[config.mk]
export PLATFORM = sky130hd
export DESIGN_NAME = fpc_host
export DESIGN_NICKNAME = d
export VERILOG_FILES = /design/src/include/fpc_pkg.sv /design/src/include/fpc_cyc_if.sv /design/src/rtl/fpc_cycle.sv /design/src/rtl/fpc_host.sv
export SDC_FILE = /design/constraint.sdc
export NUM_CORES = 1
export LEC_CHECK = 0
export BUFFER_PORTS_ARGS = -buffer_cell sky130_fd_sc_hd__buf_2
export CAP_MARGIN = 20
export CORE_MARGIN = 5
export CORE_UTILIZATION = 45
export DETAILED_ROUTE_END_ITERATION = 7
export HOLD_SLACK_MARGIN = 0.12
export PLACE_DENSITY = 0.74
export SLEW_MARGIN = 20
export SYNTH_ARGS = -nofsm -noshare
export SYNTH_HDL_FRONTEND = slang
export SYNTH_HIERARCHICAL = 1
export SYNTH_SLANG_ARGS = --single-unit
[constraint.sdc]
create_clock -name aclk -period 2.66 [get_ports aclk]
set_input_delay 0.532 -clock aclk [delete_from_list [all_inputs] [get_ports aclk]]
set_output_delay 0.532 -clock aclk [all_outputs]
set_load 0.02 [all_outputs]
[src/include/fpc_pkg.sv]
// Purpose: shared constants for the parallel flash command host controller
// Assumes: 50 MHz aclk, byte-wide flash with 19 address lines
// Notes: unlock addresses and command codes are set here for the whole design
package fpc_pkg;
  // array geometry
  localparam int ARRAY_BYTES = 524288;
  localparam int ADDR_W = 19;
  localparam int DATA_W = 8;
  localparam int NUM_SECT = 8;
  localparam int SECT_LSB = 16;
  localparam int SECT_W = ADDR_W - SECT_LSB;

  // bus timing, in ns, and the cycle counts taken from them (least times round up)
  localparam int CLK_NS = 20;
  localparam int T_AS_NS = 20;
  localparam int T_ACC_NS = 70;
  localparam int T_WP_NS = 35;
  localparam int T_HOLD_NS = 20;
  localparam logic [3:0] AS_CYC = 4'((T_AS_NS + CLK_NS - 1) / CLK_NS);
  localparam logic [3:0] ACC_CYC = 4'((T_ACC_NS + CLK_NS - 1) / CLK_NS);
  localparam logic [3:0] WP_CYC = 4'((T_WP_NS + CLK_NS - 1) / CLK_NS);
  localparam logic [3:0] HOLD_CYC = 4'((T_HOLD_NS + CLK_NS - 1) / CLK_NS);

  // register byte offsets
  localparam logic [7:0] OFF_CTRL = 8'h00;
  localparam logic [7:0] OFF_ADDR = 8'h04;
  localparam logic [7:0] OFF_WDATA = 8'h08;
  localparam logic [7:0] OFF_SECT = 8'h0C;
  localparam logic [7:0] OFF_STATUS = 8'h10;
  localparam logic [7:0] OFF_IRQ_STAT = 8'h14;
  localparam logic [7:0] OFF_IRQ_CLR = 8'h18;
  localparam logic [7:0] OFF_IRQ_EN = 8'h1C;

  // field positions
  localparam int CTRL_OP_W = 3;
  localparam int ST_BUSY = 0;
  localparam int ST_RESULT_LSB = 8;
  localparam int IRQ_W = 2;
  localparam int IRQ_DONE = 0;
  localparam int IRQ_REFUSED = 1;
  localparam int BIT_DONE_POLL = 7;
  localparam int BIT_TOGGLE = 6;
  localparam int BIT_ERASE_TOGGLE = 2;

  // unlock addresses and command codes written to the flash
  localparam logic [ADDR_W-1:0] UNLOCK_A1 = 19'h00555;
  localparam logic [ADDR_W-1:0] UNLOCK_A2 = 19'h002AA;
  localparam logic [DATA_W-1:0] CMD_UNLOCK1 = 8'hAA;
  localparam logic [DATA_W-1:0] CMD_UNLOCK2 = 8'h55;
  localparam logic [DATA_W-1:0] CMD_PROG = 8'hA0;
  localparam logic [DATA_W-1:0] CMD_ERASE = 8'h80;
  localparam logic [DATA_W-1:0] CMD_CHIP = 8'h10;
  localparam logic [DATA_W-1:0] CMD_SECT = 8'h30;
  localparam logic [DATA_W-1:0] CMD_SUSPEND = 8'hB0;
  localparam logic [DATA_W-1:0] CMD_RESUME = 8'h30;
  localparam logic [DATA_W-1:0] CMD_RESET = 8'hF0;

  // operations that software can order
  typedef enum logic [CTRL_OP_W-1:0] {
    OP_READ, OP_PROG, OP_SECT_ERASE, OP_CHIP_ERASE, OP_SUSPEND, OP_RESUME, OP_RESET
  } fpc_op_t;
endpackage : fpc_pkg

[src/include/fpc_cyc_if.sv]
// Purpose: carries one flash bus cycle request between sequencer and cycle engine
// Assumes: req is a one-cycle pulse issued only while busy is low
// Notes: done pulses once per cycle, rdata is valid with it
`timescale 1ns/1ps
interface fpc_cyc_if;
  logic req;
  logic wr;
  logic [fpc_pkg::ADDR_W-1:0] addr;
  logic [fpc_pkg::DATA_W-1:0] wdata;
  logic busy;
  logic done;
  logic [fpc_pkg::DATA_W-1:0] rdata;
  modport seq (output req, wr, addr, wdata, input busy, done, rdata);
  modport engine (input req, wr, addr, wdata, output busy, done, rdata);
endinterface : fpc_cyc_if

[src/rtl/fpc_cycle.sv]
// Purpose: performs single read or write cycles on the flash strobe pins
// Assumes: flash strobes are asynchronous, timing met by whole-cycle counts
// Notes: data bus is only driven while output gate is high, so no contention
`timescale 1ns/1ps
module fpc_cycle (
  // clock and reset
  input wire logic aclk,
  input wire logic aresetn,
  // request from sequencer
  fpc_cyc_if.engine cyc,
  // flash pins
  output logic [fpc_pkg::ADDR_W-1:0] flash_addr,
  output logic [fpc_pkg::DATA_W-1:0] flash_dq_o,
  output logic flash_dq_oe,
  input wire logic [fpc_pkg::DATA_W-1:0] flash_dq_i,
  output logic flash_ce_n,
  output logic flash_we_n,
  output logic flash_oe_n
);
  typedef enum logic [1:0] {C_IDLE, C_SETUP, C_STROBE, C_HOLD} fpc_cst_t;
  fpc_cst_t cst_q;
  logic [3:0] cnt_q;
  logic wr_q;
  logic done_q;
  logic [fpc_pkg::DATA_W-1:0] rdata_q;

  assign cyc.busy = (cst_q != C_IDLE);
  assign cyc.done = done_q;
  assign cyc.rdata = rdata_q;

  // cycle sequencing: address setup, strobe, release with hold
  always_ff @(posedge aclk) begin
    if (!aresetn) begin
      cst_q <= C_IDLE;
      cnt_q <= 4'h0;
      wr_q <= 1'b0;
      done_q <= 1'b0;
      rdata_q <= 8'h00;
      flash_addr <= '0;
      flash_dq_o <= 8'h00;
      flash_dq_oe <= 1'b0;
      flash_ce_n <= 1'b1;
      flash_we_n <= 1'b1;
      flash_oe_n <= 1'b1;
    end else begin
      done_q <= 1'b0;
      case (cst_q)
        C_IDLE: begin
          if (cyc.req) begin
            flash_addr <= cyc.addr; // see RULE3 RULE18
            flash_dq_o <= cyc.wdata;
            flash_dq_oe <= cyc.wr; // see RULE6
            wr_q <= cyc.wr;
            cnt_q <= fpc_pkg::AS_CYC;
            cst_q <= C_SETUP;
          end
        end
        C_SETUP: begin
          cnt_q <= cnt_q - 4'h1;
          if (cnt_q == 4'h1) begin
            flash_ce_n <= 1'b0;
            flash_we_n <= !wr_q; // see RULE7
            flash_oe_n <= wr_q; // see RULE6
            cnt_q <= wr_q ? fpc_pkg::WP_CYC : fpc_pkg::ACC_CYC;
            cst_q <= C_STROBE;
          end
        end
        C_STROBE: begin
          cnt_q <= cnt_q - 4'h1;
          if (cnt_q == 4'h1) begin
            if (!wr_q) begin
              rdata_q <= flash_dq_i; // sampled before the gate rises
            end
            flash_ce_n <= 1'b1;
            flash_we_n <= 1'b1;
            flash_oe_n <= 1'b1;
            cnt_q <= fpc_pkg::HOLD_CYC;
            cst_q <= C_HOLD;
          end
        end
        C_HOLD: begin
          cnt_q <= cnt_q - 4'h1;
          if (cnt_q == 4'h1) begin
            flash_dq_oe <= 1'b0; // data held past the write strobe edge
            done_q <= 1'b1;
            cst_q <= C_IDLE;
          end
        end
        default: cst_q <= C_IDLE;
      endcase
    end
  end
endmodule : fpc_cycle

[src/rtl/fpc_host.sv]
// Purpose: host controller that drives command sequences into a parallel flash
// Assumes: AXI4-Lite software port, flash starts in array-read mode
// Notes: completion is found by toggle polling, there is no busy pin
// Overview of operation
// RULE1: flash holds 524,288 byte locations
// RULE2: eight 64-Kbyte sectors, each erasable alone
// RULE3: host drives 19-bit address, bytes both ways
// RULE4: erase sector toggle bit reported to software
// RULE5: suspended erase allows other-sector reads, programs; here erase holds busy to the end, so suspend is refused
// RULE6: strobes sequenced, bus never driven by both
// RULE7: commands are plain write cycles to flash
// RULE8: flash latches address and data per write
// RULE9: program sequence then flash self-times programming
// RULE10: erase sequence then flash preprograms and erases
// RULE11: status reads show done poll, toggle bits
// RULE12: after completion flash accepts new commands
// RULE13: other sectors unchanged by sector operations
// RULE14: erase any sector subset or whole chip
// RULE15: protected sectors refuse program and erase
// RULE16: flash reads array after reset, no command
// RULE17: flash floats data while output gate high
// RULE18: sector named by upper address lines
// RULE19: toggle bit inverts each read while busy
`timescale 1ns/1ps
module fpc_host (
  // clock and reset
  input wire logic aclk,
  input wire logic aresetn,
  // axi4-lite write channels
  input wire logic [7:0] s_axi_awaddr,
  input wire logic s_axi_awvalid,
  output logic s_axi_awready,
  input wire logic [31:0] s_axi_wdata,
  input wire logic [3:0] s_axi_wstrb,
  input wire logic s_axi_wvalid,
  output logic s_axi_wready,
  output logic [1:0] s_axi_bresp,
  output logic s_axi_bvalid,
  input wire logic s_axi_bready,
  // axi4-lite read channels
  input wire logic [7:0] s_axi_araddr,
  input wire logic s_axi_arvalid,
  output logic s_axi_arready,
  output logic [31:0] s_axi_rdata,
  output logic [1:0] s_axi_rresp,
  output logic s_axi_rvalid,
  input wire logic s_axi_rready,
  // flash pins
  output logic [fpc_pkg::ADDR_W-1:0] flash_addr,
  output logic [fpc_pkg::DATA_W-1:0] flash_dq_o,
  output logic flash_dq_oe,
  input wire logic [fpc_pkg::DATA_W-1:0] flash_dq_i,
  output logic flash_ce_n,
  output logic flash_we_n,
  output logic flash_oe_n,
  // interrupt
  output logic irq
);
  typedef enum logic [1:0] {S_IDLE, S_ISSUE, S_WAIT, S_FIN} fpc_st_t;
  typedef enum logic [1:0] {PH_SEQ, PH_POLL1, PH_POLL2} fpc_ph_t;

  fpc_cyc_if cyc ();
  fpc_st_t st_q;
  fpc_ph_t ph_q;
  fpc_pkg::fpc_op_t op_q;
  logic [2:0] step_q;
  logic [3:0] sect_q;
  logic [fpc_pkg::ADDR_W-1:0] addr_q;
  logic [fpc_pkg::DATA_W-1:0] wdata_q;
  logic [fpc_pkg::NUM_SECT-1:0] sect_sel_q;
  logic [fpc_pkg::DATA_W-1:0] result_q;
  logic [fpc_pkg::DATA_W-1:0] first_q;
  logic [fpc_pkg::IRQ_W-1:0] irq_stat_q;
  logic [fpc_pkg::IRQ_W-1:0] irq_en_q;
  logic req_q;
  logic cwr_q;
  logic [fpc_pkg::ADDR_W-1:0] caddr_q;
  logic [fpc_pkg::DATA_W-1:0] cdata_q;
  logic aw_got_q;
  logic w_got_q;
  logic [7:0] awaddr_q;
  logic [31:0] wd_q;
  logic [3:0] ws_q;
  logic wr_fire;
  logic start;
  logic refused;
  logic op_done;

  // merge a write into a register image under the byte strobes
  function automatic logic [31:0] merge(input logic [31:0] old, input logic [31:0] nw,
                                        input logic [3:0] strb);
    logic [31:0] r;
    r = old;
    for (int i = 0; i < 4; i++) begin
      if (strb[i]) r[i*8 +: 8] = nw[i*8 +: 8];
    end
    return r;
  endfunction : merge

  // number of plain command writes before polling or sector naming
  function automatic logic [2:0] seq_len(input fpc_pkg::fpc_op_t op);
    case (op)
      fpc_pkg::OP_READ: return 3'd0;
      fpc_pkg::OP_PROG: return 3'd4;
      fpc_pkg::OP_SECT_ERASE: return 3'd5;
      fpc_pkg::OP_CHIP_ERASE: return 3'd6;
      default: return 3'd1;
    endcase
  endfunction : seq_len

  // address and data of each command write of an operation
  function automatic logic [fpc_pkg::ADDR_W+fpc_pkg::DATA_W-1:0] seq_word(
      input fpc_pkg::fpc_op_t op, input logic [2:0] step,
      input logic [fpc_pkg::ADDR_W-1:0] a, input logic [fpc_pkg::DATA_W-1:0] d);
    case (step)
      3'd0: if (op == fpc_pkg::OP_PROG || op == fpc_pkg::OP_SECT_ERASE ||
                op == fpc_pkg::OP_CHIP_ERASE) return {fpc_pkg::UNLOCK_A1, fpc_pkg::CMD_UNLOCK1};
      3'd1, 3'd4: return {fpc_pkg::UNLOCK_A2, fpc_pkg::CMD_UNLOCK2};
      3'd2: return {fpc_pkg::UNLOCK_A1,
                    (op == fpc_pkg::OP_PROG) ? fpc_pkg::CMD_PROG : fpc_pkg::CMD_ERASE};
      3'd3: return (op == fpc_pkg::OP_PROG) ? {a, d} : {fpc_pkg::UNLOCK_A1, fpc_pkg::CMD_UNLOCK1};
      default: return {fpc_pkg::UNLOCK_A1, fpc_pkg::CMD_CHIP};
    endcase
    case (op)
      fpc_pkg::OP_SUSPEND: return {a, fpc_pkg::CMD_SUSPEND};
      fpc_pkg::OP_RESUME: return {a, fpc_pkg::CMD_RESUME};
      default: return {a, fpc_pkg::CMD_RESET};
    endcase
  endfunction : seq_word

  assign cyc.req = req_q;
  assign cyc.wr = cwr_q;
  assign cyc.addr = caddr_q;
  assign cyc.wdata = cdata_q;

  fpc_cycle u_cycle (
    .aclk(aclk),
    .aresetn(aresetn),
    .cyc(cyc),
    .flash_addr(flash_addr),
    .flash_dq_o(flash_dq_o),
    .flash_dq_oe(flash_dq_oe),
    .flash_dq_i(flash_dq_i),
    .flash_ce_n(flash_ce_n),
    .flash_we_n(flash_we_n),
    .flash_oe_n(flash_oe_n)
  );

  // write handshake: address and data taken in either order, answered together
  assign s_axi_awready = !aw_got_q && !s_axi_bvalid;
  assign s_axi_wready = !w_got_q && !s_axi_bvalid;
  assign wr_fire = aw_got_q && w_got_q && !s_axi_bvalid;
  assign start = wr_fire && (awaddr_q == fpc_pkg::OFF_CTRL) && (st_q == S_IDLE);
  assign refused = wr_fire && (awaddr_q == fpc_pkg::OFF_CTRL) && (st_q != S_IDLE);
  assign op_done = (st_q == S_FIN);
  assign s_axi_arready = !s_axi_rvalid;

  // axi write path and software-written registers
  always_ff @(posedge aclk) begin
    if (!aresetn) begin
      aw_got_q <= 1'b0;
      w_got_q <= 1'b0;
      awaddr_q <= 8'h00;
      wd_q <= 32'h0000_0000;
      ws_q <= 4'h0;
      s_axi_bvalid <= 1'b0;
      s_axi_bresp <= 2'h0;
      addr_q <= '0;
      wdata_q <= 8'h00;
      sect_sel_q <= 8'h00;
      irq_en_q <= '0;
    end else begin
      if (s_axi_awvalid && s_axi_awready) begin
        aw_got_q <= 1'b1;
        awaddr_q <= {s_axi_awaddr[7:2], 2'b00};
      end
      if (s_axi_wvalid && s_axi_wready) begin
        w_got_q <= 1'b1;
        wd_q <= s_axi_wdata;
        ws_q <= s_axi_wstrb;
      end
      if (s_axi_bvalid && s_axi_bready) s_axi_bvalid <= 1'b0;
      if (wr_fire) begin
        aw_got_q <= 1'b0;
        w_got_q <= 1'b0;
        s_axi_bvalid <= 1'b1;
        s_axi_bresp <= 2'h0;
        case (awaddr_q)
          fpc_pkg::OFF_ADDR: addr_q <= fpc_pkg::ADDR_W'(merge(32'(addr_q), wd_q, ws_q));
          fpc_pkg::OFF_WDATA: wdata_q <= fpc_pkg::DATA_W'(merge(32'(wdata_q), wd_q, ws_q));
          fpc_pkg::OFF_SECT: sect_sel_q <= fpc_pkg::NUM_SECT'(merge(32'(sect_sel_q), wd_q, ws_q));
          fpc_pkg::OFF_IRQ_EN: irq_en_q <= fpc_pkg::IRQ_W'(merge(32'(irq_en_q), wd_q, ws_q));
          fpc_pkg::OFF_CTRL, fpc_pkg::OFF_IRQ_CLR: ;
          default: s_axi_bresp <= 2'h2; // unmapped or read-only
        endcase
      end
    end
  end

  // sticky interrupt bits; a new event wins over a clear in the same cycle
  always_ff @(posedge aclk) begin
    if (!aresetn) begin
      irq_stat_q <= '0;
    end else begin
      if (wr_fire && awaddr_q == fpc_pkg::OFF_IRQ_CLR) irq_stat_q <= irq_stat_q & ~wd_q[1:0];
      if (op_done) irq_stat_q[fpc_pkg::IRQ_DONE] <= 1'b1;
      if (refused) irq_stat_q[fpc_pkg::IRQ_REFUSED] <= 1'b1;
    end
  end

  assign irq = |(irq_stat_q & irq_en_q);

  // axi read path
  always_ff @(posedge aclk) begin
    if (!aresetn) begin
      s_axi_rvalid <= 1'b0;
      s_axi_rdata <= 32'h0000_0000;
      s_axi_rresp <= 2'h0;
    end else if (s_axi_rvalid) begin
      if (s_axi_rready) s_axi_rvalid <= 1'b0;
    end else if (s_axi_arvalid) begin
      s_axi_rvalid <= 1'b1;
      s_axi_rresp <= 2'h0;
      s_axi_rdata <= 32'h0000_0000;
      case ({s_axi_araddr[7:2], 2'b00})
        fpc_pkg::OFF_CTRL: s_axi_rdata <= 32'(op_q);
        fpc_pkg::OFF_ADDR: s_axi_rdata <= 32'(addr_q);
        fpc_pkg::OFF_WDATA: s_axi_rdata <= 32'(wdata_q);
        fpc_pkg::OFF_SECT: s_axi_rdata <= 32'(sect_sel_q);
        // result byte carries done poll, toggle and erase toggle bits
        fpc_pkg::OFF_STATUS: s_axi_rdata[fpc_pkg::ST_RESULT_LSB +: fpc_pkg::DATA_W] <= result_q; // see RULE4 RULE11
        fpc_pkg::OFF_IRQ_STAT: s_axi_rdata <= 32'(irq_stat_q);
        fpc_pkg::OFF_IRQ_EN: s_axi_rdata <= 32'(irq_en_q);
        fpc_pkg::OFF_IRQ_CLR: ;
        default: s_axi_rresp <= 2'h2;
      endcase
      if ({s_axi_araddr[7:2], 2'b00} == fpc_pkg::OFF_STATUS) begin
        s_axi_rdata[fpc_pkg::ST_BUSY] <= (st_q != S_IDLE);
      end
    end
  end

  // command sequencer: unlock writes, sector naming, then toggle polling
  always_ff @(posedge aclk) begin
    if (!aresetn) begin
      st_q <= S_IDLE; // flash assumed in array-read mode, see RULE16
      ph_q <= PH_SEQ;
      op_q <= fpc_pkg::OP_READ;
      step_q <= 3'd0;
      sect_q <= 4'h0;
      result_q <= 8'h00;
      first_q <= 8'h00;
      req_q <= 1'b0;
      cwr_q <= 1'b0;
      caddr_q <= '0;
      cdata_q <= 8'h00;
    end else begin
      req_q <= 1'b0;
      case (st_q)
        S_IDLE: begin
          if (start) begin
            op_q <= fpc_pkg::fpc_op_t'(wd_q[fpc_pkg::CTRL_OP_W-1:0]);
            step_q <= 3'd0;
            sect_q <= 4'h0;
            ph_q <= PH_SEQ;
            st_q <= S_ISSUE;
          end
        end
        S_ISSUE: begin
          if (!cyc.busy) begin
            if (ph_q != PH_SEQ || op_q == fpc_pkg::OP_READ) begin
              req_q <= 1'b1; // plain read: array data, or status while busy, see RULE5
              cwr_q <= 1'b0;
              caddr_q <= addr_q;
              st_q <= S_WAIT;
            end else if (step_q < seq_len(op_q)) begin
              req_q <= 1'b1; // see RULE7 RULE8 RULE9 RULE10
              cwr_q <= 1'b1;
              {caddr_q, cdata_q} <= seq_word(op_q, step_q, addr_q, wdata_q);
              step_q <= step_q + 3'd1;
              st_q <= S_WAIT;
            end else if (op_q == fpc_pkg::OP_SECT_ERASE && sect_q < 4'(fpc_pkg::NUM_SECT)) begin
              sect_q <= sect_q + 4'h1; // unselected sectors skipped, see RULE14
              if (sect_sel_q[sect_q[2:0]]) begin
                req_q <= 1'b1;
                cwr_q <= 1'b1;
                caddr_q <= {sect_q[fpc_pkg::SECT_W-1:0], {fpc_pkg::SECT_LSB{1'b0}}}; // see RULE18 RULE2
                cdata_q <= fpc_pkg::CMD_SECT;
                st_q <= S_WAIT;
              end
            end else begin
              ph_q <= PH_POLL1;
            end
          end
        end
        S_WAIT: begin
          if (cyc.done) begin
            st_q <= S_ISSUE;
            if (!cwr_q) result_q <= cyc.rdata;
            if (ph_q == PH_SEQ && op_q == fpc_pkg::OP_READ) begin
              st_q <= S_FIN;
            end else if (ph_q == PH_POLL1) begin
              first_q <= cyc.rdata;
              ph_q <= PH_POLL2;
            end else if (ph_q == PH_POLL2) begin
              first_q <= cyc.rdata;
              // toggle bit frozen means finished, or refused when protected
              if (cyc.rdata[fpc_pkg::BIT_TOGGLE] == first_q[fpc_pkg::BIT_TOGGLE]) begin
                st_q <= S_FIN; // see RULE19 RULE11 RULE15
              end
            end
          end
        end
        S_FIN: st_q <= S_IDLE; // next command may follow at once, see RULE12
        default: st_q <= S_IDLE;
      endcase
    end
  end
endmodule : fpc_host

==> results_dict.tcl, run 1 <==
set metrics [dict create \
    syn_avg_cell_area_sq_um 8.547 \
    r2r-start "op_q[0]" \
    ys_top_cells_by_area "dfxtp_1 (44%), nand2_1 (8.2%), mux2i_1 (5.6%)" \
    fp.dieW_um 148.5 \
    drt-initial-drc-count 611 \
    grt_antenna_before_repair 0 \
    die_h_um 148.5 \
    cts_tree "done" \
    place_hpwl_um 16090 \
    htreeDepth 4 \
    hold_class "input pin to flop" \
    port_buffers 106 \
    power_mw 6.052 \
    cp-start-kind "flop" \
    clock_latency_ns 0.44 \
    post-route-period-util_pct 85.46 \
    cellLeakagePower_nw 3.782 \
    grt_util_all_layers_pct 19.79 \
    start_util_pct 45.99 \
    place_congestion 0.9432 \
    place_ws_ns 0.2197 \
    rsz0062_at_grt "false" \
    final-setup-viol-count 0 \
    finalHoldViolCount 0 \
    die_area_sq_mm 0.02205 \
    slew-limit-headroom_pct 48.25 \
    ys_types 83 \
    timing.max_cap.violations 0 \
    cp.arrival_ns 2.63 \
    grt_pass1_vias 7009 \
    drive_gt1_share_pct 17.25 \
    core_region_area_sq_mm 0.01877 \
    path_max_fanout 8 \
    avgRoutedWirePerCell_um 16.30 \
    finalNetCount 1186 \
    yosysMostFrequentCell "dfxtp_1" \
    routed_via_density 5.508 \
    synth_commonest_cells "dfxtp_1 (191), nand2_1 (188), a21oi_1 (89)" \
    setup_tns_ns 0 \
    worst_slew_pin_slew_ns 0.7642 \
    min_to "s_axi_rvalid" \
    cts_buffer_depth 2 \
    r2r_cells 7 \
    synth_edf_count 0 \
    p_per_area_mw_per_mm2 612.2 \
    yosysWarnings 6 \
    clock_skew_ns 0.01008 \
    worstHoldStart "s_axi_rready" \
    clock-root-buffer "clkbuf_16" \
    synth_area_sq_mm 0.008632 \
    syn2layout_area_growth_pct 14.52 \
    ctsHoldBuffers 0 \
    synth_seq_cells 191 \
    synth_adder_area_share_pct 2.609 \
    seq_area_frac_synth_pct 44.30 \
    ys_async_sr_fraction_pct 0 \
    yosys.area_share.simple_pct 21.10 \
    finalWirelength_um 21950 \
    rows 50 \
    grt_pass1_wl_um 35610 \
    status "finished, final reports clean" \
    yosys.area.top_type "dfxtp_1" \
    fmax_mhz 439.9 \
    cp_num_buf_inv 0 \
    firstDrtPassIters 5 \
    timing.final.ws_setup_ns 0.3867 \
    clk_pin_slew_ns 0.07 \
    synthFlopType "dfxtp_1" \
    route.antenna.remaining_nets 0 \
    synth_top_area_share_pct 44.30 \
    fin_crit_ns 2.273 \
    crit_chain "o21bai_1 > ha_1 > o21a_1 > or2_2 > nand3_1 > o311ai_1 > o2bb2ai_1" \
    synth_top_family_by_area "simple AND/OR/NAND/NOR gates" \
    crit_slowest_cell "dfxtp_1" \
    grt_overflow 0 \
    worstPathRequired_ns 3.02 \
    regToRegEndpoint "caddr_q[4]" \
    ir_drop_mv 0.4455 \
    postCtsSetupBuffers 0 \
    r2r_slack_ns 0.39 \
    cts_resized 0 \
    critPathKind "flop to flop" \
    synthCells 1010 \
    grt_max_degree 87 \
    synth-compound-area-share_pct 19.15 \
    cp-end-kind "flop" \
    slew_viol_final 0 \
    crit_family "compound AO/OA/AOI/OAI gates" \
    synth_xor_area_share_pct 0.2029 \
    hold_slack_ns 0.2804 \
    dr_total_vias 7419 \
    slowest_delay_ns 0.37 \
    synthMuxAreaShare_pct 7.001 \
    io-pin-count 140 \
    hold_depth 2 \
    clock-sinks 191 \
    n_antenna_cell 0 \
    cts_buffers 17 \
    drc 0 \
]
==> layout make-up <==
| type | instances | area [sq um] |
|---|---|---|
| Clock inverter | 14 | 150.1 |
| Tap cell | 234 | 292.8 |
| Clock buffer | 17 | 425.4 |
| Multi-Input combinational cell | 740 | 4383 |
| Sequential cell | 191 | 3824 |
| Inverter | 19 | 72.57 |
| Timing Repair Buffer | 132 | 738.2 |
| Fill cell | 1779 | 8882 |
==> logic make-up (layout without fill, tap and decap cells) <==
family,after synthesis,in the layout
adders and majority gates,18,18
other,1,15
xor gates and xnor gates,2,2
muxes,57,57
and+or+nand+nor,396,396
DFF,191,191
AOI/OAI and AO/OA,252,252
buffers and inverters,93,182
==> per-layer routing <==
metal	track usage [%]	routed length, um	up-vias
met2	31.35	9806	267
met1	27.85	10370	3439
met5	0	0	-
li1	-	-	3692
met4	4.342	239	0
met3	4.235	1542	21
==> report_power, final <==
part           switching (mW)  internal (mW)  total, mW
sequential             0.0616           2.92       2.98
clock                    1.18           1.32       2.50
combinational           0.354          0.212      0.566
==> stage by stage <==
| stage | utilization (%) | area (sq um) | std cells |
|---|---|---|---|
| 3_5_place_dp | 49.58 | 9305 | 1316 |
| 2_1_floorplan | - | 8685 | 1024 |
| 4_1_cts | 52.65 | 9881 | 1347 |
| 6_report | 52.67 | 9886 | 1347 |
| 3_3_place_gp | 49.58 | 9305 | 1316 |
| 5_1_grt | 52.67 | 9886 | 1347 |
==> sequential cells by signal, summed over array words and instances, names as in the netlist, 4 cells and up <==
signal / count
wdata_q: 8
s_axi_rdata: 19
addr_q: 19
cdata_q: 8
sect_sel_q: 8
sect_q: 4
u_cycle/cnt_q: 4
caddr_q: 19
u_cycle/flash_addr: 19
result_q: 8
u_cycle/flash_dq_o: 8
u_cycle/cyc.rdata: 8
awaddr_q: 6
wd_q: 19
==> how the worst max path moves through the flow <==
stage | startpoint | to | cells past startpoint
global route | op_q[0] | caddr_q[4] | 7
finish | op_q[0] | caddr_q[4] | 7
global placement | step_q[0] | caddr_q[2] | 6
detailed placement | step_q[0] | caddr_q[4] | 6
CTS | step_q[0] | caddr_q[4] | 6
floorplan | op_q[2] | caddr_q[17] | 11
==> cells in the final DEF (no fill, tap or decap), drive strengths merged, types with 6 or more instances in the layout <==
| master | instances |
|---|---|
| a211oi | 6 |
| a21boi | 31 |
| a21oi | 90 |
| a221oi | 8 |
| a22oi | 7 |
| a311oi | 7 |
| and2 | 9 |
| buf | 132 |
| clkbuf | 17 |
| conb | 15 |
| dfxtp | 191 |
| ha | 18 |
| inv | 26 |
| mux2 | 7 |
| mux2i | 48 |
| nand2 | 189 |
| nand2b | 11 |
| nand3 | 23 |
| nand4 | 7 |
| nor2 | 82 |
| nor2b | 19 |
| nor3 | 25 |
| o21ai | 42 |
| o2bb2ai | 7 |
No activity file was read; power rests on OpenSTA's default activity.
==> inputs of run 2 (changes only) <==
BUFFER_PORTS_ARGS = -buffer_cell sky130_fd_sc_hd__buf_4   (was -buffer_cell sky130_fd_sc_hd__buf_2)
CORE_UTILIZATION = 42   (was 45)
PLACE_DENSITY = 0.71   (was 0.74)
==> results_dict.tcl, run 2 (synthesis results as in run 1) <==
set metrics [dict create \
    status "finished, final reports clean" \
    fmax_mhz 421.4 \
    rsz0062_at_grt "false" \
    dr_total_vias 7507 \
    finalHoldViolCount 0 \
    slowest_delay_ns 0.56 \
    clock-root-buffer "clkbuf_16" \
    grt_overflow 0 \
    routed_via_density 5.409 \
    slew-limit-headroom_pct 45.27 \
    avgRoutedWirePerCell_um 16.39 \
    n_antenna_cell 0 \
    cts_tree "done" \
    ff_latch_area_sq_mm 0.003824 \
    timing.max_cap.violations 0 \
    ctsHoldBuffers 0 \
    drive_gt1_share_pct 17.44 \
    syn2layout_area_growth_pct 18.63 \
    die_area_sq_mm 0.02352 \
    clock_skew_ns 0.01217 \
    hold_slack_ns 0.2764 \
    clk_pin_slew_ns 0.07 \
    power_mw 6.175 \
    route.antenna.remaining_nets 0 \
    cts_buffer_depth 2 \
    place_congestion 0.9160 \
    worst_slew_pin_slew_ns 0.8147 \
    cp.arrival_ns 2.73 \
    drt-initial-drc-count 547 \
    fillers 1962 \
    post-route-period-util_pct 89.21 \
    core_region_area_sq_mm 0.02023 \
    crit_slowest_cell "dfxtp_1" \
    cp-end-kind "flop" \
    io-pin-count 140 \
    finalNetCount 1190 \
    multi_input_area_sq_mm 0.004378 \
    path_max_fanout 11 \
    start_util_pct 42.66 \
    cts_buffers 17 \
    grt_pass1_vias 6857 \
    ir_drop_mv 0.4238 \
    htreeDepth 4 \
    grt_util_all_layers_pct 18.65 \
    place_hpwl_um 16530 \
    port_buffers 106 \
    postCtsSetupBuffers 0 \
    die_h_um 153.4 \
    hold_class "input pin to flop" \
    drc 0 \
    critPathKind "flop to flop" \
    final_cell_mix "dfxtp_1 (191), nand2_1 (188), buf_4 (135)" \
    fin_crit_ns 2.373 \
    p_per_area_mw_per_mm2 603.1 \
    grt_max_degree 98 \
    clock-sinks 191 \
    grt_antenna_before_repair 0 \
    fp.dieW_um 153.4 \
    setup_tns_ns 0 \
    final-setup-viol-count 0 \
    final_common_cell "dfxtp_1" \
    finalWirelength_um 22740 \
    firstDrtPassIters 5 \
    cp-start-kind "flop" \
    worstPathRequired_ns 3.02 \
    rows 52 \
    cts_resized 0 \
    crit_chain "ha_1 > o21a_1 > or2_2 > a31oi_1 > buf_4 > o221ai_1 > a21oi_1" \
    cellLeakagePower_nw 3.865 \
    clock_latency_ns 0.43 \
    grt_pass1_wl_um 35960 \
    slew_viol_final 0 \
]
-- run 2: cell types whose count changed in the layout (fill, tap and decap cells not counted), sizes merged --
cell,delta
buf,+4
clkbuf,+2
bufinv,+1
clkinvlp,-1
inv,-1
-- run 2: worst paths after layout --
kind	from	slack, ns	endpoint	depth (start not counted)
max	step_q[2]	0.29	caddr_q[15]	7
min	s_axi_rready	0.28	s_axi_rvalid	2
max reg2reg	step_q[2]	0.29	caddr_q[15]	7
min reg2reg	wd_q[12]	0.46	wd_q[12]	2
-- run 2: stage by stage --
| step | utilization (%) | worst slack [ns] | instance area (sq um) | instances |
|---|---|---|---|---|
| final | 50.61 | 0.2869 | 10240 | 1388 |
| after global routing | 50.61 | 0.1049 | 10240 | 1388 |
| after CTS | 50.61 | 0.3124 | 10240 | 1388 |
| after detailed placement | 47.67 | 0.3400 | 9646 | 1356 |
| after global placement | 47.67 | 0.3378 | 9646 | 1356 |
| after floorplan | - | 0.1527 | 8685 | 1024 |
-- run 2: layer usage --
| layer | global-route usage [%] | share of wire (%) | vias to the layer above | wire length (um) |
|---|---|---|---|---|
| met2 | 28.35 | 44 | 243 | 10070 |
| met4 | 5.004 | 1.2 | 0 | 280 |
| met1 | 26.90 | 48 | 3539 | 10890 |
| met3 | 4.015 | 6.6 | 22 | 1502 |
| li1 | - | - | 3703 | - |
| met5 | 0 | 0 | - | 0 |
-- run 2: layout make-up --
| class | count | area share (%) |
|---|---|---|
| clock buffer | 19 | 4.326 |
| clock inverter | 13 | 1.478 |
| inverter | 19 | 0.7087 |
| multi-input combinational | 740 | 42.75 |
| sequential | 191 | 37.34 |
| tap | 270 | 3.299 |
| timing repair buffer | 136 | 10.09 |
-- run 2: power by group --
group | total (mW) | switching [mW] | internal, mW
clock network | 2.58 | 1.15 | 1.44
logic | 0.606 | 0.358 | 0.248
registers | 2.99 | 0.0622 | 2.92
total | 6.18 | 1.57 | 4.61
-- run 2: critical path, delay by kind of cell, from the launching register on --
| family | cells | cell delay (ns) |
|---|---|---|
| compound gates | 4 | 0.82 |
| flops | 1 | 0.56 |
| simple gates | 1 | 0.35 |
| fa+ha+maj | 1 | 0.30 |
| buf+inv | 1 | 0.26 |
==> inputs of run 3 (changes only) <==
HOLD_SLACK_MARGIN = 0.08   (was 0.12)
REMOVE_ABC_BUFFERS = 1   (was unset)
==> results_dict.tcl, run 3 (synthesis results as in run 1) <==
set metrics [dict create \
    core_region_area_sq_mm 0.02023 \
    port_buffers 106 \
    clk_pin_slew_ns 0.07 \
    rows 52 \
    drt-initial-drc-count 601 \
    syn2layout_area_growth_pct 18.39 \
    place_congestion 0.8972 \
    dp.cells 1353 \
    final_cell_mix "dfxtp_1 (191), nand2_1 (188), buf_4 (132)" \
    clock_latency_ns 0.44 \
    worstPathRequired_ns 3.04 \
    timing.max_cap.violations 0 \
    slew_viol_final 0 \
    final-setup-viol-count 0 \
    r2r_cells 7 \
    die_area_sq_mm 0.02352 \
    path_max_fanout 8 \
    grt_antenna_before_repair 0 \
    worst_slew_pin_slew_ns 0.8603 \
    r2r_slack_ns 0.29 \
    die_h_um 153.4 \
    drive_gt1_share_pct 17.31 \
    cp.arrival_ns 2.75 \
    critPathKind "flop to flop" \
    firstDrtPassIters 7 \
    drc 0 \
    ir_drop_mv 0.4101 \
    fp.dieW_um 153.4 \
    timing.final.ws_setup_ns 0.2870 \
    clock-root-buffer "clkbuf_16" \
    start_util_pct 42.66 \
    grt_util_all_layers_pct 18.48 \
    clock_skew_ns 0.01523 \
    routed_via_density 5.338 \
    postCtsSetupBuffers 0 \
    post-route-period-util_pct 89.21 \
    rsz0062_at_grt "false" \
    grt_pass1_vias 6840 \
    cp-start-kind "flop" \
    finalNetCount 1187 \
    slew-limit-headroom_pct 41.74 \
    ctsHoldBuffers 0 \
    avgRoutedWirePerCell_um 16.08 \
    finalHoldViolCount 0 \
    cellLeakagePower_nw 3.842 \
    fmax_mhz 421.4 \
    place_hpwl_um 16230 \
    finalWirelength_um 22270 \
    cts_resized 0 \
    final_common_cell "dfxtp_1" \
    fin_util_pct 50.51 \
    status "finished, final reports clean" \
    cts_tree "done" \
    setup_tns_ns 0 \
    fin_crit_ns 2.373 \
    hold_depth 2 \
    grt_max_degree 60 \
    io-pin-count 140 \
    route.antenna.remaining_nets 0 \
    grt_overflow 0 \
    cts_buffers 17 \
    clock-sinks 191 \
    grt_pass1_wl_um 35670 \
    dr_total_vias 7393 \
    n_antenna_cell 0 \
    hold_class "input pin to flop" \
    place_ws_ns 0.3717 \
    cp-end-kind "flop" \
    p_per_area_mw_per_mm2 601.5 \
    fin_cells 1385 \
    htreeDepth 4 \
    cts_buffer_depth 2 \
    fillers 1943 \
]
run 3: cell types whose count changed in the layout (fill, tap and decap cells not counted), moves of 2 or more:
cell | previous run | this run
buf_4 | 135 | 132
inv_8 | 2 | 5
clkinvlp_4 | 2 | 4
clkinv_8 | 0 | 2
inv_6 | 5 | 1
run 3: per-stage QoR:
step / hold WS, ns / total power, mW / instance area (sq um)
floorplan: 0.4322 / 3.407 / 8273
global placement: 0.4448 / 3.630 / 9623
detailed placement: 0.4454 / 3.640 / 9623
CTS: 0.2643 / 6.188 / 10220
global route: 0.2806 / 6.397 / 10220
finish: 0.2791 / 6.147 / 10220
run 3: worst max-delay path, stage by stage (launching register included):
cell and delay [ns]:
dfxtp_1 0.38, o21bai_1 0.29, ha_1 0.25, nor3_1 0.08, o21ai_1 0.31, nand2_1 0.31, o21ai_2 0.46, a32o_1 0.25
run 3: cell type report:
cell class	instances	area, sq um	area share [%]
clock inverter	15	171.4	1.677
inverter	19	72.57	0.7101
multi-input combinational	740	4378	42.84
sequential	191	3824	37.41
timing repair buffer	133	1011	9.892
tap	270	337.8	3.306
clock buffer	17	425.4	4.163
run 3: final timing paths:
check	startpoint	to
worst max-delay path	op_q[1]	cdata_q[6]
worst min-delay path	s_axi_rready	s_axi_rvalid
worst max register to register	op_q[1]	cdata_q[6]
worst min register to register	s_axi_rdata[16]	s_axi_rdata[16]
run 3: routing by layer:
layer	routed length [um]	track usage, %
met5	0	0
met4	501	6.182
met3	1334	4.071
met2	10360	29.19
met1	10070	25.17
run 3: power by group:
part | switching [mW] | internal [mW] | total [mW] | leakage (nW)
registers | 0.0594 | 2.92 | 2.98 | 1.55
clock network | 1.23 | 1.34 | 2.57 | 0.281
logic | 0.351 | 0.242 | 0.592 | 2.02
